--- config.mk ---
export PLATFORM = sky130hd
export DESIGN_NAME = rmc_sequencer_flat
export DESIGN_NICKNAME = d
export VERILOG_FILES = /design/src/hw/rmc_pkg.sv /design/src/hw/rmc_link_if.sv /design/src/hw/rmc_sequencer.sv /design/src/flat_wrapper.sv
export SDC_FILE = /design/constraint.sdc
export NUM_CORES = 1
export LEC_CHECK = 0
export ABC_AREA = 1
export BUFFER_PORTS_ARGS = -buffer_cell sky130_fd_sc_hd__buf_2
export CAP_MARGIN = 10
export CORE_MARGIN = 10
export CORE_UTILIZATION = 30
export CTS_BUF_LIST = sky130_fd_sc_hd__clkbuf_8
export CTS_CLUSTER_DIAMETER = 100
export CTS_CLUSTER_SIZE = 14
export DETAILED_ROUTE_END_ITERATION = 6
export PLACE_DENSITY = 0.51
export SETUP_SLACK_MARGIN = 0.5
export SLEW_MARGIN = 20
export SYNTH_ARGS = -nofsm -noshare
export SYNTH_HDL_FRONTEND = slang
export SYNTH_SLANG_ARGS = --single-unit
--- constraint.sdc ---
create_clock -name clk_i -period 2.9 [get_ports clk_i]
set_input_delay 0.29 -clock clk_i [delete_from_list [all_inputs] [get_ports clk_i]]
set_output_delay 0.29 -clock clk_i [all_outputs]
set_load 0.005 [all_outputs]
--- src/hw/rmc_pkg.sv ---
// Shared constants, encodings and helpers of the rod motion command link.
package rmc_pkg;

  // ==========================================================================
  // Timing
  localparam int CLK_HZ = 50_000_000;
  localparam int WORD_US = 100;
  localparam int WORD_CYC = WORD_US * (CLK_HZ / 1_000_000);
  // One command slot plus one scan or test slot make up the fast loop.
  localparam int FAST_LOOP_US = 200;
  localparam int MED_LOOP_MS = 143;
  localparam int MED_LOOP_CYC = MED_LOOP_MS * (CLK_HZ / 1000);
  // The slow loop is ROD_COUNT medium loops, one unit tested per loop.
  localparam int SLOW_LOOP_MIN_S = 40;
  localparam int SLOW_LOOP_MAX_S = 240;
  localparam int REPLY_TO_CYC = 64;
  localparam int HOLD_WORDS = 3;
  localparam int HOLD_CYC = HOLD_WORDS * WORD_CYC;
  localparam int TEST_PULSE_CYC = 4;
  localparam int MOVE_SLOTS = 4;
  localparam int SETTLE_SLOTS = 2;
  localparam int MISS_LIMIT = 3;

  // ==========================================================================
  // Word layout
  localparam int ADDR_W = 9;
  localparam int OP_W = 4;
  localparam int CMD_W = ADDR_W + OP_W;
  localparam int STAT_W = 8;
  localparam int REP_W = CMD_W + STAT_W;
  localparam int ROD_COUNT = 280;
  localparam int TEST_STEPS = 14;

  localparam logic [3:0] OP_STATUS = 4'h0;
  localparam logic [3:0] OP_INSERT = 4'h1;
  localparam logic [3:0] OP_WITHDRAW = 4'h2;
  localparam logic [3:0] OP_SETTLE = 4'h3;
  localparam logic [3:0] OP_TEST = 4'h8;
  localparam int OP_TEST_BIT = 3;

  // Valve bits: 0 insert supply, 1 insert exhaust, 2 withdraw, 3 settle.
  localparam logic [3:0] VLV_CLOSED = 4'h0;
  localparam logic [3:0] VLV_INSERT = 4'h3;
  localparam logic [3:0] VLV_WITHDRAW = 4'hC;
  localparam logic [3:0] VLV_SETTLE = 4'h8;

  // Pushbutton positions on the panel input vector.
  localparam int BTN_INS = 0;
  localparam int BTN_WD = 1;
  localparam int BTN_CINS = 2;
  localparam int BTN_CWD = 3;

  // ==========================================================================
  // Register map
  localparam logic [3:0] REG_SELECT = 4'h0;
  localparam logic [3:0] REG_CONTROL = 4'h4;
  localparam logic [3:0] REG_STATUS = 4'h8;
  localparam logic [3:0] REG_REPLY = 4'hC;
  localparam int SEL_VALID_BIT = 9;
  localparam int CTL_CLEAR_BIT = 0;
  localparam int ST_FAULT = 0;
  localparam int ST_CMP_FAIL = 1;
  localparam int ST_MOVING = 2;
  localparam int ST_SELECTED = 3;
  localparam int ST_MV_LSB = 4;
  localparam int ST_MISS_LSB = 8;
  localparam logic [1:0] RESP_OKAY = 2'h0;
  localparam logic [1:0] RESP_SLVERR = 2'h2;

  typedef enum logic [1:0] {PH_IDLE, PH_CMP, PH_SEND, PH_WAIT} rmc_phase_t;
  typedef enum logic [1:0] {MV_IDLE, MV_INS, MV_WD, MV_SET} rmc_move_t;

  function automatic logic [CMD_W-1:0] rmc_build_cmd(
    input logic [ADDR_W-1:0] addr,
    input logic [OP_W-1:0] op
  );
    rmc_build_cmd = {addr, op};
  endfunction : rmc_build_cmd

  function automatic logic [3:0] rmc_valves(input logic [1:0] mv);
    case (mv)
      2'h1: rmc_valves = VLV_INSERT;
      2'h2: rmc_valves = VLV_WITHDRAW;
      2'h3: rmc_valves = VLV_SETTLE;
      default: rmc_valves = VLV_CLOSED;
    endcase
  endfunction : rmc_valves

endpackage : rmc_pkg

--- src/hw/rmc_link_if.sv ---
// Serial command and reply link between sequencer and rod hydraulic unit.
`timescale 1ns/10ps
interface rmc_link_if;
  logic cmd_bit;
  logic cmd_frame;
  logic rep_bit;
  logic rep_frame;
  modport seq (output cmd_bit, output cmd_frame,
               input rep_bit, input rep_frame);
  modport unit (input cmd_bit, input cmd_frame,
                output rep_bit, output rep_frame);
endinterface : rmc_link_if

--- src/hw/rmc_sequencer.sv ---
// Rod command sequencer with redundant channels and AXI4-Lite registers.
`timescale 1ns/10ps
// ============================================================================
// Overview of operation
// - Build command twice, send only if identical
// - Broadcast serial frame: unit address, operation code
// - Only the addressed unit acts and replies
// - Reply carries address, operation and unit status
// - Insert and withdraw use distinct operation codes
// - Compare copies bit by bit, 100 us words
// - Motion needs repeating commands; silence stops valves
// - Copy disagreement withholds frame and blocks motion
// - Stop motion after preset count of reply mismatches
// - Stay stopped until operator clears the fault
// - Fast loop alternates command and scan/test slots
// - Medium 143 ms loop: scan all, test one
// - Slow loop tests every unit with short pulses
// - Selection holds until reselect or deselect
// - No other selection while rod is moving
// - No deselect while moving except power loss
// - Three modes as four-valve patterns
// - Settle follows every insert and withdraw not ended by a fault
// - Settle opens only the settle withdraw valve
// - Four spring-return pushbuttons give direction
module rmc_sequencer
  import rmc_pkg::*;
#(
  parameter int WORD_CYC_P = WORD_CYC,
  parameter int MED_CYC_P = MED_LOOP_CYC
) (
  input wire logic clk_i,
  input wire logic nrst_i,
  input wire logic [3:0] btn_i,
  input wire logic [3:0] s_axi_awaddr_i,
  input wire logic s_axi_awvalid_i,
  output logic s_axi_awready_o,
  input wire logic [31:0] s_axi_wdata_i,
  input wire logic [3:0] s_axi_wstrb_i,
  input wire logic s_axi_wvalid_i,
  output logic s_axi_wready_o,
  output logic [1:0] s_axi_bresp_o,
  output logic s_axi_bvalid_o,
  input wire logic s_axi_bready_i,
  input wire logic [3:0] s_axi_araddr_i,
  input wire logic s_axi_arvalid_i,
  output logic s_axi_arready_o,
  output logic [31:0] s_axi_rdata_o,
  output logic [1:0] s_axi_rresp_o,
  output logic s_axi_rvalid_o,
  input wire logic s_axi_rready_i,
  output logic moving_o,
  output logic fault_o,
  rmc_link_if.seq link
);

  typedef struct packed {
    logic [3:0] s1;
    logic [3:0] s2;
    logic [3:0] s3;
    logic [3:0] btn;
    logic [3:0] btn_prev;
    logic sel_valid;
    logic [ADDR_W-1:0] sel_a;
    logic [ADDR_W-1:0] sel_b;
    rmc_move_t mv;
    logic [3:0] mv_cnt;
    logic moving;
    logic fault;
    logic cmp_fail;
    logic [3:0] miss;
    rmc_phase_t phase;
    logic [15:0] slot_cnt;
    logic [23:0] med_cnt;
    logic cmd_slot;
    logic motion_frame;
    logic [6:0] bit_cnt;
    logic [CMD_W-1:0] sh_a;
    logic [CMD_W-1:0] sh_b;
    logic [CMD_W-1:0] word_b;
    logic [REP_W-1:0] rx;
    logic [5:0] rx_cnt;
    logic [REP_W-1:0] last_rep;
    logic [ADDR_W-1:0] scan_idx;
    logic scan_done;
    logic [ADDR_W-1:0] test_unit;
    logic [3:0] test_step;
    logic cmd_bit;
    logic cmd_frame;
    logic aw_have;
    logic w_have;
    logic [3:0] aw_addr;
    logic [31:0] wdata;
    logic [3:0] wstrb;
    logic awready;
    logic wready;
    logic bvalid;
    logic [1:0] bresp;
    logic arready;
    logic rvalid;
    logic [1:0] rresp;
    logic [31:0] rdata;
  } rmc_seq_state_t;

  rmc_seq_state_t q;
  rmc_seq_state_t d;

  // ==========================================================================
  // Next state
  always_comb begin
    logic clr;
    logic go;
    logic miss_ev;
    logic [ADDR_W-1:0] addr_a;
    logic [ADDR_W-1:0] addr_b;
    logic [OP_W-1:0] op;
    logic [31:0] selw;
    logic [31:0] rword;
    logic [1:0] rresp;
    clr = 1'b0;
    go = 1'b0;
    miss_ev = 1'b0;
    addr_a = '0;
    addr_b = '0;
    op = OP_STATUS;
    selw = 32'h0;
    rword = 32'h0;
    rresp = RESP_OKAY;
    d = q;
    d.cmd_bit = 1'b0;
    d.cmd_frame = 1'b0;

    // Panel buttons read inactive when released; a level counts once stable.
    d.s1 = btn_i;
    d.s2 = q.s1;
    d.s3 = q.s2;
    if (q.s2 == q.s3) begin
      d.btn = q.s3;
    end
    d.btn_prev = q.btn;

    selw[ADDR_W-1:0] = q.sel_b;
    selw[SEL_VALID_BIT] = q.sel_valid;

    // ========================================================================
    // AXI4-Lite write: address and data in either order.
    if (s_axi_awvalid_i && q.awready) begin
      d.aw_have = 1'b1;
      d.aw_addr = s_axi_awaddr_i;
    end
    if (s_axi_wvalid_i && q.wready) begin
      d.w_have = 1'b1;
      d.wdata = s_axi_wdata_i;
      d.wstrb = s_axi_wstrb_i;
    end
    if (q.bvalid && s_axi_bready_i) begin
      d.bvalid = 1'b0;
    end
    if (q.aw_have && q.w_have && !q.bvalid) begin
      d.aw_have = 1'b0;
      d.w_have = 1'b0;
      d.bvalid = 1'b1;
      d.bresp = RESP_OKAY;
      case (q.aw_addr)
        REG_SELECT: begin
          for (int i = 0; i < 4; i++) begin
            if (q.wstrb[i]) begin
              selw[8*i +: 8] = q.wdata[8*i +: 8];
            end
          end
          // Selection is frozen for the whole movement cycle.
          if (q.mv == MV_IDLE) begin
            d.sel_valid = selw[SEL_VALID_BIT];
            d.sel_a = selw[ADDR_W-1:0];
            d.sel_b = selw[ADDR_W-1:0];
          end
        end
        REG_CONTROL: clr = q.wstrb[0] & q.wdata[CTL_CLEAR_BIT];
        REG_STATUS, REG_REPLY: ;
        default: d.bresp = RESP_SLVERR;
      endcase
    end
    d.awready = !d.aw_have && !d.bvalid;
    d.wready = !d.w_have && !d.bvalid;

    // ========================================================================
    // AXI4-Lite read.
    case (s_axi_araddr_i)
      REG_SELECT: rword = selw;
      REG_CONTROL: rword = 32'h0;
      REG_STATUS: begin
        rword[ST_FAULT] = q.fault;
        rword[ST_CMP_FAIL] = q.cmp_fail;
        rword[ST_MOVING] = q.moving;
        rword[ST_SELECTED] = q.sel_valid;
        rword[ST_MV_LSB +: 2] = q.mv;
        rword[ST_MISS_LSB +: 4] = q.miss;
      end
      REG_REPLY: rword[REP_W-1:0] = q.last_rep;
      default: rresp = RESP_SLVERR;
    endcase
    if (q.rvalid && s_axi_rready_i) begin
      d.rvalid = 1'b0;
    end
    if (s_axi_arvalid_i && q.arready) begin
      d.rvalid = 1'b1;
      d.rdata = rword;
      d.rresp = rresp;
    end
    d.arready = !d.rvalid;

    // Operator clear; hardware events below override it in the same cycle.
    if (clr) begin
      d.fault = 1'b0;
      d.cmp_fail = 1'b0;
      d.miss = 4'h0;
    end

    // ========================================================================
    // Movement start from the pushbuttons.
    if (q.mv == MV_IDLE && q.sel_valid && !q.fault) begin
      if ((q.btn[BTN_INS] && !q.btn_prev[BTN_INS]) ||
          (q.btn[BTN_CINS] && !q.btn_prev[BTN_CINS])) begin
        d.mv = MV_INS;
        d.mv_cnt = 4'(MOVE_SLOTS - 1);
      end else if (q.btn[BTN_WD] && !q.btn_prev[BTN_WD]) begin
        d.mv = MV_WD;
        d.mv_cnt = 4'(MOVE_SLOTS - 1);
      end
    end

    // ========================================================================
    // Slot timing: medium loop restarts the scan and moves to the next unit.
    d.slot_cnt = (q.slot_cnt == 16'(WORD_CYC_P - 1)) ? 16'h0
                 : q.slot_cnt + 16'h1;
    d.med_cnt = q.med_cnt + 24'h1;
    if (q.med_cnt == 24'(MED_CYC_P - 1)) begin
      d.med_cnt = 24'h0;
      d.scan_idx = '0;
      d.scan_done = 1'b0;
      d.test_step = 4'h0;
      d.test_unit = (q.test_unit == ADDR_W'(ROD_COUNT - 1)) ? '0
                    : q.test_unit + 1'b1;
    end

    unique case (q.phase)
      PH_IDLE: begin
        if (q.slot_cnt == 16'h0) begin
          d.cmd_slot = !q.cmd_slot;
          if (q.cmd_slot) begin
            // No frame while stopped: the valves fall shut on their own.
            if (q.mv != MV_IDLE && !q.fault) begin
              go = 1'b1;
              addr_a = q.sel_a;
              addr_b = q.sel_b;
              unique case (q.mv)
                MV_INS: op = OP_INSERT;
                MV_WD: op = OP_WITHDRAW;
                MV_SET: op = OP_SETTLE;
                MV_IDLE: op = OP_STATUS;
              endcase
              if (q.mv_cnt != 4'h0) begin
                d.mv_cnt = q.mv_cnt - 4'h1;
              end else if (q.mv == MV_SET) begin
                d.mv = MV_IDLE;
              end else if (!(q.mv == MV_INS && q.btn[BTN_CINS]) &&
                           !(q.mv == MV_WD && q.btn[BTN_CWD] &&
                             q.btn[BTN_WD])) begin
                d.mv = MV_SET;
                d.mv_cnt = 4'(SETTLE_SLOTS - 1);
              end
            end
          end else if (!q.scan_done) begin
            go = 1'b1;
            addr_a = q.scan_idx;
            addr_b = q.scan_idx;
            d.scan_idx = q.scan_idx + 1'b1;
            d.scan_done = (q.scan_idx == ADDR_W'(ROD_COUNT - 1));
          end else if (q.test_step != 4'(TEST_STEPS)) begin
            go = 1'b1;
            addr_a = q.test_unit;
            addr_b = q.test_unit;
            op = OP_TEST | {2'b00, q.test_step[1:0]};
            d.test_step = q.test_step + 4'h1;
          end
          if (go) begin
            d.motion_frame = q.cmd_slot;
            d.sh_a = rmc_build_cmd(addr_a, op);
            d.sh_b = rmc_build_cmd(addr_b, op);
            d.word_b = d.sh_b;
            d.bit_cnt = 7'h0;
            d.phase = PH_CMP;
          end
        end
      end
      PH_CMP: begin
        if (q.sh_a[CMD_W-1] != q.sh_b[CMD_W-1]) begin
          d.cmp_fail = 1'b1;
          d.fault = 1'b1;
          d.mv = MV_IDLE;
          d.phase = PH_IDLE;
        end else begin
          d.sh_a = {q.sh_a[CMD_W-2:0], 1'b0};
          d.sh_b = {q.sh_b[CMD_W-2:0], 1'b0};
          d.bit_cnt = q.bit_cnt + 7'h1;
          if (q.bit_cnt == 7'(CMD_W - 1)) begin
            d.sh_b = q.word_b;
            d.bit_cnt = 7'h0;
            d.phase = PH_SEND;
          end
        end
      end
      PH_SEND: begin
        d.cmd_frame = 1'b1;
        d.cmd_bit = q.sh_b[CMD_W-1];
        d.sh_b = {q.sh_b[CMD_W-2:0], 1'b0};
        d.bit_cnt = q.bit_cnt + 7'h1;
        if (q.bit_cnt == 7'(CMD_W - 1)) begin
          d.bit_cnt = 7'h0;
          d.rx_cnt = 6'h0;
          d.phase = PH_WAIT;
        end
      end
      PH_WAIT: begin
        d.bit_cnt = q.bit_cnt + 7'h1;
        if (link.rep_frame) begin
          d.rx = {q.rx[REP_W-2:0], link.rep_bit};
          d.rx_cnt = q.rx_cnt + 6'h1;
        end
        if (q.rx_cnt == 6'(REP_W)) begin
          d.last_rep = q.rx;
          d.phase = PH_IDLE;
          // Only motion frames count, so an empty scan address never
          // stops the selected rod.
          if (q.rx[REP_W-1 -: CMD_W] == q.word_b) begin
            if (q.motion_frame) begin
              d.miss = 4'h0;
            end
          end else begin
            miss_ev = q.motion_frame;
          end
        end else if (q.rx_cnt == 6'h0 &&
                     q.bit_cnt == 7'(REPLY_TO_CYC)) begin
          miss_ev = q.motion_frame;
          d.phase = PH_IDLE;
        end
      end
    endcase

    // Single noisy replies are tolerated; a run of them stops the rod.
    if (miss_ev) begin
      if (q.miss != 4'hF) begin
        d.miss = q.miss + 4'h1;
      end
      if (q.miss >= 4'(MISS_LIMIT - 1)) begin
        d.fault = 1'b1;
        d.mv = MV_IDLE;
      end
    end
    d.moving = (d.mv != MV_IDLE);
  end

  always_ff @(posedge clk_i or negedge nrst_i) begin
    if (!nrst_i) begin
      q <= '0;
    end else begin
      q <= d;
    end
  end

  // ==========================================================================
  // Outputs
  assign link.cmd_bit = q.cmd_bit;
  assign link.cmd_frame = q.cmd_frame;
  assign s_axi_awready_o = q.awready;
  assign s_axi_wready_o = q.wready;
  assign s_axi_bresp_o = q.bresp;
  assign s_axi_bvalid_o = q.bvalid;
  assign s_axi_arready_o = q.arready;
  assign s_axi_rdata_o = q.rdata;
  assign s_axi_rresp_o = q.rresp;
  assign s_axi_rvalid_o = q.rvalid;
  assign moving_o = q.moving;
  assign fault_o = q.fault;

endmodule : rmc_sequencer

--- src/flat_wrapper.sv ---
// flat-port wrapper written by rule: the top's interface ports become plain ports
module rmc_sequencer_flat import rmc_pkg::*;
#(
  parameter int WORD_CYC_P = WORD_CYC,
  parameter int MED_CYC_P = MED_LOOP_CYC
)
  (clk_i, nrst_i, btn_i, s_axi_awaddr_i, s_axi_awvalid_i, s_axi_awready_o, s_axi_wdata_i, s_axi_wstrb_i, s_axi_wvalid_i, s_axi_wready_o, s_axi_bresp_o, s_axi_bvalid_o, s_axi_bready_i, s_axi_araddr_i, s_axi_arvalid_i, s_axi_arready_o, s_axi_rdata_o, s_axi_rresp_o, s_axi_rvalid_o, s_axi_rready_i, moving_o, fault_o, link_cmd_bit, link_cmd_frame, link_rep_bit, link_rep_frame);
  rmc_link_if link_i ();
  input wire logic clk_i;
  input wire logic nrst_i;
  input wire logic [3:0] btn_i;
  input wire logic [3:0] s_axi_awaddr_i;
  input wire logic s_axi_awvalid_i;
  output logic s_axi_awready_o;
  input wire logic [31:0] s_axi_wdata_i;
  input wire logic [3:0] s_axi_wstrb_i;
  input wire logic s_axi_wvalid_i;
  output logic s_axi_wready_o;
  output logic [1:0] s_axi_bresp_o;
  output logic s_axi_bvalid_o;
  input wire logic s_axi_bready_i;
  input wire logic [3:0] s_axi_araddr_i;
  input wire logic s_axi_arvalid_i;
  output logic s_axi_arready_o;
  output logic [31:0] s_axi_rdata_o;
  output logic [1:0] s_axi_rresp_o;
  output logic s_axi_rvalid_o;
  input wire logic s_axi_rready_i;
  output logic moving_o;
  output logic fault_o;
  output wire logic [$bits(link_i.cmd_bit)-1:0] link_cmd_bit;
  output wire logic [$bits(link_i.cmd_frame)-1:0] link_cmd_frame;
  input wire logic [$bits(link_i.rep_bit)-1:0] link_rep_bit;
  input wire logic [$bits(link_i.rep_frame)-1:0] link_rep_frame;
  assign link_cmd_bit = link_i.cmd_bit;
  assign link_cmd_frame = link_i.cmd_frame;
  assign link_i.rep_bit = link_rep_bit;
  assign link_i.rep_frame = link_rep_frame;
  rmc_sequencer #(.WORD_CYC_P(WORD_CYC_P), .MED_CYC_P(MED_CYC_P)) u_core (.clk_i(clk_i), .nrst_i(nrst_i), .btn_i(btn_i), .s_axi_awaddr_i(s_axi_awaddr_i), .s_axi_awvalid_i(s_axi_awvalid_i), .s_axi_awready_o(s_axi_awready_o), .s_axi_wdata_i(s_axi_wdata_i), .s_axi_wstrb_i(s_axi_wstrb_i), .s_axi_wvalid_i(s_axi_wvalid_i), .s_axi_wready_o(s_axi_wready_o), .s_axi_bresp_o(s_axi_bresp_o), .s_axi_bvalid_o(s_axi_bvalid_o), .s_axi_bready_i(s_axi_bready_i), .s_axi_araddr_i(s_axi_araddr_i), .s_axi_arvalid_i(s_axi_arvalid_i), .s_axi_arready_o(s_axi_arready_o), .s_axi_rdata_o(s_axi_rdata_o), .s_axi_rresp_o(s_axi_rresp_o), .s_axi_rvalid_o(s_axi_rvalid_o), .s_axi_rready_i(s_axi_rready_i), .moving_o(moving_o), .fault_o(fault_o), .link(link_i));
endmodule
==> results.cfg, run 1 <==
[timing]
layout_worst_path_cycle_share_pct = 74.3
slew_headroom_pct = 43.5
unrepaired_setup_endpoints_after_global_routing = false
final.min_clock_period_ns = 2.16
timing_worst_slew_pin_value_ns = 0.847
final-hold-violation-count = 0
slew_viol_final = 0
max_clock_freq_mhz = 464
finalClockSkew_ns = 0.0183
fin_hold_ws_ns = 0.122
final.setup.tns_ns = 0
setup_slack_ns = 0.745
setup-violations-final = 0

[floorplan]
initial_core_util_pct = 30.4
dieHeight_um = 237
io-pin-count = 102
floorplan.rows = 79
fp.dieArea_um2 = 56400
die_width_um = 237
placeableCoreArea_um2 = 46700

[worst_setup_path]
cp_data_arrival_time_ns = 2.62
critPathSlowestCell = sky130_fd_sc_hd__dfrtp_1
slowest_delay_ns = 0.41
crit_path_start_kind = flip-flop
crit_path_cell_trace = inv_1 > ha_1 > buf_4 > inv_2 > or2_2 > nand2_1 > nor2_4 > inv_2 > nand2_1 > o21ai_0
ff2ff_path_depth = 10
crit_fanout = 21
ff_to_ff_setup_slack_ns = 0.74
crit-reg2reg-capture = u_core.q[174]$_DFFE_PN0P_
timing.critical_path.to_type = flip-flop
cp_top_delay_family = simple AND/OR/NAND/NOR gates
critPathRequiredTime_ns = 3.37
crit_type = reg2reg
worstPathBufferInverterCount = 4

[finish]
synthToLayoutAreaGrowth_pct = 13.2
final_cell_count_no_fill = 2512
multi_input_combinational_cell_area_um2 = 5850
post-route-util_pct = 34.4
nets = 1981
share_of_final_layout_standard_cells_stronger_than_drive_strength_1_pct = 10.3
diodes = 0
finish.instance_area_um2 = 16100
regArea_um2 = 7130
filler_cell_count = 4904

[grt]
grt.overflow.total = 0
grt_use_total_pct = 13.6
number_of_global_route_vias_before_repair = 11900
maximum_number_of_pins_on_one_net_before_global_route_repair = 97
number_of_antenna_violations_at_the_first_check_in_global_routing = 1
global_route_wire_length_before_repair_um = 63800

[synthesis]
synth_simple_gate_area_share_pct = 28.4
syn_area_um2 = 14200
synthAdderAreaFrac_pct = 1.76
ys_top_cells_by_count = sky130_fd_sc_hd__nand2_1 (598), sky130_fd_sc_hd__dfrtp_1 (285), sky130_fd_sc_hd__inv_1 (181), sky130_fd_sc_hd__nand3_1 (140), sky130_fd_sc_hd__o21ai_0 (135)
post_synth_xor_area_fraction_pct = 2.35
part_of_the_yosys_area_used_for_sequential_elements_pct = 50.3
post_synthesis_compound_gate_area_fraction_pct = 8.41
yosys.area.top_type_share_pct = 50.3
ys_seq_elements = 285
syn_inst = 1789
synthMostInstantiatedCell = sky130_fd_sc_hd__nand2_1
yosysWarningCount = 0
main_combinational_cell_family_by_area_after_synthesis = simple AND/OR/NAND/NOR gates
synth_top_area_cell = sky130_fd_sc_hd__dfrtp_1
yosys-top-cells-area = sky130_fd_sc_hd__dfrtp_1 (50%), sky130_fd_sc_hd__nand2_1 (16%), sky130_fd_sc_hd__nand3_1 (4.9%), sky130_fd_sc_hd__inv_1 (4.8%), sky130_fd_sc_hd__o21ai_0 (4.8%)
synth.avg_cell_area_um2 = 7.93
top_reg_cell_synth = sky130_fd_sc_hd__dfrtp_1
synthArstFlopShare_pct = 100
synthDistinctLibCells = 46
synth_mux_area_share_pct = 0.221
synth_enable_flop_cells = 0

[cts]
post-cts-setup-buffer-count = 0
num_cts_buffers = 24
cts_htree_levels = 1
worst_skew_pair.late_latency_ns = 0.59
clock-root-buffer = sky130_fd_sc_hd__clkbuf_8
clock_sinks = 285
cts-root-to-sink-buffers = 3
clkTransAtPathRegs_ns = 0.09
cts_tree = yes

[detailed_routing]
wirelength_um = 38200
post-route-drc-count = 0
drt-wirelength-per-cell_um = 15.2
detail-route-antenna-nets = 0
drtIter0Drc = 1001
detail_route.first_pass.iterations = 6
detail_routed_via_count_per_cell = 4.69
vias = 11800

[placement]
dp_cells = 2435
placedInstanceArea_um2 = 15200
place_hpwl_um = 28000
gpl.final_weighted_congestion = 0.897
place_ws_ns = 0.557
portbufs = 99

[worst_hold_path]
holdCritPathClass = in2reg
timing.hold.worst_endpoint = u_core.q[78]$_DFFE_PN0P_
hold_path_depth = 4
hold_path.startpoint = s_axi_awvalid_i

[pwr]
totalPowerFinal_mw = 10.5
p_leak_nw = 7.87
power.density_cell_area_nw_per_um2 = 655
worst_ir_drop_vdd_mv = 0.305

[flow_run]
max_cap_violations = 0

[outcome]
status = completed
layer usage:
metal / up-vias / routed length (um) / track usage [%] / part of all wire [%]
met5: - / 9 / 0 / 0.024
met4: 2 / 816 / 3.11 / 2.1
met3: 43 / 2200 / 2.93 / 5.7
met2: 273 / 17200 / 22.3 / 45
met1: 5558 / 18000 / 18.0 / 47
li1: 5894 / - / - / -
timing repair:
action / in CTS / in global routing
hold endpoints to repair: 136 / 0
hold buffers: 50 / 0
gates resized for setup: 0 / 3
setup endpoints to repair: 0 / 18
final cells by class:
class	count	share of cell area, %
clock buffer	25	2.14
clock inverter	2	0.109
inverter	193	4.51
multi-input combinational	1229	36.5
sequential	285	44.4
tap	607	4.73
timing repair buffer	171	7.61
how the worst max path moves through the flow:
| stage | end | slack (ns) | cells after the start | start |
|---|---|---|---|---|
| global route | u_core.q[174]$_DFFE_PN0P_ | 0.54 | 10 | flip-flop |
| detailed placement | u_core.q[202]$_DFFE_PN0P_ | 0.56 | 7 | u_core.q[244]$_DFFE_PN0P_ |
| finish | u_core.q[174]$_DFFE_PN0P_ | 0.74 | 10 | flip-flop |
| floorplan | u_core.q[107]$_DFF_PN0_ | 1.17 | 9 | u_core.q[244]$_DFFE_PN0P_ |
| CTS | u_core.q[202]$_DFFE_PN0P_ | 0.52 | 7 | u_core.q[244]$_DFFE_PN0P_ |
| global placement | u_core.q[202]$_DFFE_PN0P_ | 0.60 | 7 | u_core.q[244]$_DFFE_PN0P_ |
power breakdown:
group / internal [mW] / leakage [nW] / switching (mW)
clock network: 0.784 / 0.189 / 1.37
registers: 4.66 / 3.74 / 0.462
logic: 1.02 / 3.94 / 2.22
total: 6.47 / 7.87 / 4.05
layout by cell type (no fill, tap or decap), types with 3 or more instances in the layout:
cell / n
sky130_fd_sc_hd__buf_12: 4
sky130_fd_sc_hd__inv_1: 181
sky130_fd_sc_hd__nor4_1: 5
sky130_fd_sc_hd__nand4_1: 23
sky130_fd_sc_hd__xor2_1: 23
sky130_fd_sc_hd__a21oi_1: 31
sky130_fd_sc_hd__nor2_1: 105
sky130_fd_sc_hd__dfrtp_1: 285
sky130_fd_sc_hd__nor3_2: 3
sky130_fd_sc_hd__nor3_1: 32
sky130_fd_sc_hd__o22ai_1: 3
sky130_fd_sc_hd__nand3_2: 3
sky130_fd_sc_hd__o21ai_1: 12
sky130_fd_sc_hd__o211ai_1: 19
sky130_fd_sc_hd__buf_4: 18
sky130_fd_sc_hd__clkbuf_8: 25
sky130_fd_sc_hd__nor2_4: 6
sky130_fd_sc_hd__inv_2: 10
sky130_fd_sc_hd__nand2_2: 10
sky130_fd_sc_hd__o31ai_1: 3
sky130_fd_sc_hd__nand2_1: 597
sky130_fd_sc_hd__o21ai_0: 135
sky130_fd_sc_hd__buf_2: 98
sky130_fd_sc_hd__nor2_2: 7
sky130_fd_sc_hd__nor3b_1: 3
sky130_fd_sc_hd__ha_1: 19
sky130_fd_sc_hd__a31oi_1: 12
sky130_fd_sc_hd__xnor2_1: 15
sky130_fd_sc_hd__nand3_1: 140
sky130_fd_sc_hd__dlygate4sd3_1: 50
flip-flops by register name (all words and copies together) (netlist names), named ones only:
register / cells
u_core.s_axi_rvalid_o: 1
u_core.s_axi_bresp_o: 1
u_core.s_axi_rdata_o: 32
u_core.d: 12
u_core.s_axi_awready_o: 1
u_core.fault_o: 1
u_core.link.cmd_frame: 1
u_core.s_axi_bvalid_o: 1
u_core.link.cmd_bit: 1
u_core.s_axi_rresp_o: 1
u_core.q: 229
u_core.s_axi_arready_o: 1
u_core.moving_o: 1
u_core.s_axi_wready_o: 1
worst min-delay path, cell delays in order:
cell and delay [ns]:
sky130_fd_sc_hd__buf_2 0.07, sky130_fd_sc_hd__nand2_1 0.04, sky130_fd_sc_hd__inv_1 0.17, sky130_fd_sc_hd__o21ai_0 0.10
kinds of logic after synthesis:
group / after synthesis
and+or+nand+nor: 946
DFF: 285
buffers and inverters: 276
AOI/OAI and AO/OA: 220
xor gates and xnor gates: 38
adders and majority gates: 20
muxes: 3
other: 1
(Power assumes the default switching activity.)
==> run 2, diff against run 1 <==
--- a/config.mk
+++ b/config.mk
@@ -14,7 +14,7 @@
 export CTS_CLUSTER_DIAMETER = 100
 export CTS_CLUSTER_SIZE = 14
 export DETAILED_ROUTE_END_ITERATION = 6
-export PLACE_DENSITY = 0.51
+export PLACE_DENSITY = 0.53
 export SETUP_SLACK_MARGIN = 0.5
 export SLEW_MARGIN = 20
 export SYNTH_ARGS = -nofsm -noshare
==> constraint.sdc (replaced) <==
create_clock -name clk_i -period 1.8 [get_ports clk_i]
set_input_delay 0.18 -clock clk_i [delete_from_list [all_inputs] [get_ports clk_i]]
set_output_delay 0.18 -clock clk_i [all_outputs]
set_load 0.005 [all_outputs]
==> run 2 against run 1 <==
  * Clock skew grew 0.0038 ns
  * Power up 88%
  * Cell count increased by 8.8%
  * Clock-buffer cell count shrank 1
  * Register-to-register slack worse by 0.66 ns
  * Sequential share of layout area decreased by 9.1 points
  * Design area grew 26%
  * Global-route usage up 0.41 points
  * Worst setup slack got worse by 0.66 ns
==> results.cfg, run 2 (synthesis results as in run 1) <==
[worst_setup_path]
crit_type = reg2reg
crit_fanout = 3
crit_path_start_kind = flip-flop
critPathRequiredTime_ns = 2.29
regToRegStartpoint = u_core.q[86]$_DFF_PN0_
worst_setup_path_startpoint = u_core.q[86]$_DFF_PN0_
ff_to_ff_setup_slack_ns = 0.08
cp_data_arrival_time_ns = 2.21
timing.critical_path.to_type = flip-flop

[cts]
clock_sinks = 285
cts_tree = yes
cts-root-to-sink-buffers = 3
clock-root-buffer = sky130_fd_sc_hd__clkbuf_8
num_cts_buffers = 24
worst_skew_pair.late_latency_ns = 0.60
cts_htree_levels = 1
clkTransAtPathRegs_ns = 0.10

[timing]
layout_worst_path_cycle_share_pct = 95.3
final-hold-violation-count = 0
setup_slack_ns = 0.0847
timing_worst_slew_pin_value_ns = 0.509
slew_headroom_pct = 66.1
finalClockSkew_ns = 0.0221
final.min_clock_period_ns = 1.72
unrepaired_setup_endpoints_after_global_routing = true
max_clock_freq_mhz = 583
final.setup.tns_ns = 0
slew_viol_final = 0
setup-violations-final = 0

[detailed_routing]
detail_route.first_pass.iterations = 5
detail-route-antenna-nets = 0
wirelength_um = 43100
drt-wirelength-per-cell_um = 15.8
met2WireLength_um = 21000
met1_length_um = 19300
met3RoutedLength_um = 1790
detail_routed_via_count_per_cell = 4.76
uppermost_routed_layer = met4
post-route-drc-count = 0
vias = 13000
drtIter0Drc = 885

[placement]
placedInstanceArea_um2 = 16000
place_hpwl_um = 27900
portbufs = 99
dp_cells = 2494
gpl.final_weighted_congestion = 0.879
place_ws_ns = -0.0224

[worst_hold_path]
hold_path.startpoint = s_axi_wvalid_i
holdCritPathClass = in2reg

[floorplan]
floorplan.rows = 79
fp.dieArea_um2 = 56400
initial_core_util_pct = 30.4
placeableCoreArea_um2 = 46700
io-pin-count = 102
dieHeight_um = 237
die_width_um = 237

[pwr]
totalPowerFinal_mw = 19.8
power.density_cell_area_nw_per_um2 = 979
worst_ir_drop_vdd_mv = 0.589
p_leak_nw = 9.71

[grt]
grt.overflow.total = 0
grt_use_total_pct = 14.0
number_of_global_route_vias_before_repair = 12600
global_route_wire_length_before_repair_um = 66300
maximum_number_of_pins_on_one_net_before_global_route_repair = 58
number_of_antenna_violations_at_the_first_check_in_global_routing = 0

[outcome]
status = completed

[finish]
diodes = 0
max_flop_register = u_core.q
largest_reg_flops = 229
nets = 2202
finish.instance_area_um2 = 20200
layout_common_cells = sky130_fd_sc_hd__nand2_1 (486), sky130_fd_sc_hd__dfrtp_1 (273), sky130_fd_sc_hd__buf_4 (147)
final_cell_count_no_fill = 2734
share_of_final_layout_standard_cells_stronger_than_drive_strength_1_pct = 36.1
synthToLayoutAreaGrowth_pct = 42.5
mostFrequentLayoutCell = sky130_fd_sc_hd__nand2_1

[flow_run]
max_cap_violations = 0
## run 2: path summary, 6_finish.rpt
kind | endpoint | cells past startpoint
max reg2reg | u_core.q[201]$_DFFE_PN0P_ | 12
max in group asynchronous | u_core.q[63]$_DFFE_PN0P_ | 3
min in group asynchronous | u_core.s_axi_rdata_o[25]$_DFFE_PN0P_ | 2
max | u_core.q[201]$_DFFE_PN0P_ | 12
min reg2reg | u_core.d[286]$_DFF_PN0_ | 0
min | u_core.q[43]$_DFFE_PN0P_ | 5
## run 2: cell type report
cell class	count	area [um^2]
repair inverters	1	5.00
fillers	4491	26500
repair buffers	390	3510
inverters	193	811
clock inverters	4	25.0
flip-flops and latches	285	7150
multi-input cells	1230	7610
clock buffers	24	330
well taps	607	759
## run 2: critical path: stages, from the launching register on
cell                      delay (ns)
sky130_fd_sc_hd__dfrtp_1        0.43
sky130_fd_sc_hd__ha_4           0.19
sky130_fd_sc_hd__nand3_4        0.10
sky130_fd_sc_hd__inv_2          0.05
sky130_fd_sc_hd__nand2_2        0.07
sky130_fd_sc_hd__nand2_4        0.09
sky130_fd_sc_hd__nand2_4        0.12
sky130_fd_sc_hd__nand3_4        0.11
sky130_fd_sc_hd__buf_4          0.16
sky130_fd_sc_hd__buf_6          0.11
sky130_fd_sc_hd__buf_6          0.10
sky130_fd_sc_hd__nand2_2        0.04
sky130_fd_sc_hd__nand2_1        0.04
## run 2: report_power, final
group | leakage, nW | total (mW) | internal, mW | switching [mW]
clock | 0.192 | 3.42 | 1.22 | 2.20
combinational | 5.79 | 8.02 | 3.29 | 4.72
sequential | 3.73 | 8.34 | 7.53 | 0.810
total | 9.71 | 19.8 | 12.0 | 7.73
## run 2: what timing repair did
item | 4_1_cts | 5_1_grt
endpoints found under the setup margin | 275 | 285
hold endpoints to repair | 336 | 0
pin swaps | 98 | 99
buffers inserted | 82 | 58
gates cloned | 6 | 16
resized for setup | 254 | 318
hold buffers | 50 | 0
## run 2: per-layer routing
| layer | up-vias | GRT usage [%] |
|---|---|---|
| met2 | 253 | 23.5 |
| met4 | 0 | 3.38 |
| met3 | 57 | 2.21 |
| met1 | 6315 | 18.6 |
| li1 | 6383 | - |
| met5 | - | 0 |
## run 2: metrics by stage
| stage | utilization, % | hold WS (ns) |
|---|---|---|
| after global routing | 43.3 | 0.0486 |
| after floorplan | - | -0.116 |
| final | 43.3 | 0.0734 |
| after detailed placement | 34.2 | 0.152 |
| after CTS | 39.6 | 0.0531 |
| after global placement | 34.2 | 0.145 |
==> run 3, diff against run 2 <==
--- a/config.mk
+++ b/config.mk
@@ -5,7 +5,6 @@
 export SDC_FILE = /design/constraint.sdc
 export NUM_CORES = 1
 export LEC_CHECK = 0
-export ABC_AREA = 1
 export BUFFER_PORTS_ARGS = -buffer_cell sky130_fd_sc_hd__buf_2
 export CAP_MARGIN = 10
 export CORE_MARGIN = 10
==> run 3 against run 2 <==
  * The flow now finishes with violations (setup timing)
  * Sequential share of layout area increased by 1.5 points
  * Largest cell class unchanged
  * Combinational power increased by 3.7%
  * Hold slack got worse by 0.030 ns
  * Worst setup slack got worse by 0.30 ns
  * Power increased by 4.4%
  * Global-route usage about the same
  * Design area decreased by 4.1%
  * Synthesized area decreased by 4.5%
  * Non-clock buffer count increased by 21
  * Critical path depth decreased by 4
==> results.cfg, run 3 <==
[outcome]
failing_checks = setup timing
status = finished with violations

[placement]
gpl.final_weighted_congestion = 0.820
portbufs = 99
place_hpwl_um = 26300

[timing]
final.min_clock_period_ns = 2.02
slew_headroom_pct = 64.2
setup_slack_ns = -0.218
final.setup.tns_ns = -11.11
setup-violations-final = 105
timing_worst_slew_pin_value_ns = 0.529
layout_worst_path_cycle_share_pct = 112
final-hold-violation-count = 0
slew_viol_final = 0
unrepaired_setup_endpoints_after_global_routing = true
finalClockSkew_ns = 0.0206
max_clock_freq_mhz = 496

[cts]
clock-root-buffer = sky130_fd_sc_hd__clkbuf_8
clock_sinks = 285
worst_skew_pair.late_latency_ns = 0.60
cts_htree_levels = 1
cts-root-to-sink-buffers = 3
num_cts_buffers = 24
clkTransAtPathRegs_ns = 0.10
cts_tree = yes

[floorplan]
placeableCoreArea_um2 = 44400
dieHeight_um = 233
die_width_um = 233
initial_core_util_pct = 30.5
fp.dieArea_um2 = 54100
io-pin-count = 102
floorplan.rows = 77

[pwr]
p_leak_nw = 8.76
power.density_cell_area_nw_per_um2 = 1070
worst_ir_drop_vdd_mv = 0.650
totalPowerFinal_mw = 20.6

[finish]
post-route-util_pct = 43.6
largest_reg_flops = 229
max_flop_register = u_core.q
synthToLayoutAreaGrowth_pct = 43.0
share_of_final_layout_standard_cells_stronger_than_drive_strength_1_pct = 46.2
nets = 1646
layout_common_cells = sky130_fd_sc_hd__dfrtp_1 (280), sky130_fd_sc_hd__buf_4 (190), sky130_fd_sc_hd__buf_2 (94)
mostFrequentLayoutCell = sky130_fd_sc_hd__dfrtp_1

[synthesis]
synthArstFlopShare_pct = 100
yosys-top-cells-area = sky130_fd_sc_hd__dfrtp_1 (53%), sky130_fd_sc_hd__mux2_2 (8.5%), sky130_fd_sc_hd__nor2_1 (2.4%), sky130_fd_sc_hd__nand2_1 (2.3%), sky130_fd_sc_hd__buf_4 (2.1%)
synthDistinctLibCells = 79
synth_top_area_cell = sky130_fd_sc_hd__dfrtp_1
yosysWarningCount = 0
syn_area_um2 = 13500
synth_enable_flop_cells = 0
part_of_the_yosys_area_used_for_sequential_elements_pct = 52.6
yosys.area.top_type_share_pct = 52.6
ys_seq_elements = 285
syn_inst = 1220
synth.avg_cell_area_um2 = 11.1
synthMostInstantiatedCell = sky130_fd_sc_hd__dfrtp_1
ys_top_cells_by_count = sky130_fd_sc_hd__dfrtp_1 (285), sky130_fd_sc_hd__mux2_2 (102), sky130_fd_sc_hd__nor2_1 (86), sky130_fd_sc_hd__nand2_1 (84), sky130_fd_sc_hd__nand3_1 (52)
top_reg_cell_synth = sky130_fd_sc_hd__dfrtp_1

[flow_run]
max_cap_violations = 0

[detailed_routing]
drt-wirelength-per-cell_um = 18.0
vias = 10700
wirelength_um = 39000
post-route-drc-count = 0
detail_route.first_pass.iterations = 5
detail-route-antenna-nets = 0
drtIter0Drc = 580
detail_routed_via_count_per_cell = 4.95

[grt]
grt_use_total_pct = 14.0
grt.overflow.total = 0
number_of_antenna_violations_at_the_first_check_in_global_routing = 2
global_route_wire_length_before_repair_um = 62000
maximum_number_of_pins_on_one_net_before_global_route_repair = 73
number_of_global_route_vias_before_repair = 11100

[worst_hold_path]
hold_path.startpoint = s_axi_araddr_i[0]
holdCritPathClass = in2reg
hold_path_depth = 4

[worst_setup_path]
crit_type = reg2reg
crit_path_start_kind = flip-flop
worst_setup_path_startpoint = u_core.q[229]$_DFF_PN0_
ff2ff_path_depth = 8
regToRegStartpoint = u_core.q[229]$_DFF_PN0_
critPathRequiredTime_ns = 2.29
timing.critical_path.to_type = flip-flop
crit_fanout = 6
cp_data_arrival_time_ns = 2.51
[run 3: cell count changes after synthesis, sizes merged, moves of 21 or more]
cell | before | now
a221oi | 0 | 21
inv | 191 | 37
mux2 | 1 | 102
nand2 | 608 | 86
nand3 | 144 | 53
nor2 | 118 | 86
o21ai | 149 | 44
[run 3: final timing paths]
check | endpoint | slack, ns
max in group asynchronous | u_core.q[135]$_DFFE_PN0P_ | 1.00
worst max-delay path | u_core.q[185]$_DFFE_PN0P_ | -0.22
worst min register to register | u_core.d[286]$_DFF_PN0_ | 0.35
min in group asynchronous | u_core.q[243]$_DFF_PN0_ | 0.06
worst min-delay path | u_core.s_axi_rresp_o[1]$_DFFE_PN0P_ | 0.04
worst max register to register | u_core.q[185]$_DFFE_PN0P_ | -0.22
[run 3: layout make-up]
cell class | count | area, um^2
Fill cell | 4068 | 25000
Multi-Input combinational cell | 810 | 7420
Sequential cell | 285 | 7140
Timing Repair Buffer | 411 | 3550
Tap cell | 592 | 741
Clock buffer | 25 | 344
Inverter | 37 | 143
Clock inverter | 3 | 41.3
Antenna cell | 2 | 5.00
[run 3: timing repair]
| item | 4_1_cts | 5_1_grt |
|---|---|---|
| gates resized for setup | 155 | 191 |
| cloned | 7 | 1 |
| pin swaps | 40 | 72 |
| endpoints found under the setup margin | 252 | 258 |
| setup buffers | 30 | 33 |
| endpoints found under the hold margin | 335 | 0 |
| hold buffers | 49 | 0 |
[run 3: kinds of logic (layout without fill, tap and decap cells)]
group | after synthesis | in the layout | share of synthesized area (%)
buf+inv | 129 | 476 | 4.93
xor+xnor | 55 | 55 | 3.61
flops | 285 | 285 | 52.6
compound gates | 217 | 217 | 11.6
other cells | 1 | 4 | 0.0277
mux | 122 | 122 | 9.96
simple gates | 391 | 394 | 15.4
fa+ha+maj | 20 | 20 | 1.85
[run 3: report_power, final]
part | internal, mW | switching [mW] | leakage, nW
registers | 7.67 | 1.05 | 3.69
clock network | 1.40 | 2.21 | 0.199
logic | 4.35 | 3.96 | 4.87
[run 3: worst max-delay path, cell delays in order, from the launching register on]
cell	delay (ns)
sky130_fd_sc_hd__dfrtp_1	0.39
sky130_fd_sc_hd__inv_1	0.06
sky130_fd_sc_hd__ha_1	0.14
sky130_fd_sc_hd__nor4b_4	0.20
sky130_fd_sc_hd__and4_4	0.32
sky130_fd_sc_hd__buf_6	0.12
sky130_fd_sc_hd__nand3_4	0.07
sky130_fd_sc_hd__a21oi_4	0.25
sky130_fd_sc_hd__mux2_2	0.36
[run 3: per-stage QoR]
stage,setup slack [ns],cell area (um^2),std cells,hold slack [ns]
after floorplan,-0.134,14100,1221,-0.116
after CTS,-0.214,18200,2129,0.00305
after global routing,-0.331,19400,2165,0.0477
after global placement,-0.294,16300,2015,0.0964
after detailed placement,-0.298,16300,2015,0.0982
final,-0.218,19400,2165,0.0436
[run 3: per-layer routing]
metal	GRT usage, %	part of all wire (%)	vias to the layer above	wire length [um]
met1	18.3	44	5436	17300
met2	24.4	50	150	19600
met4	3.39	2.3	0	878
li1	-	-	5074	-
met3	1.65	3.0	53	1190
met5	0	0	-	0
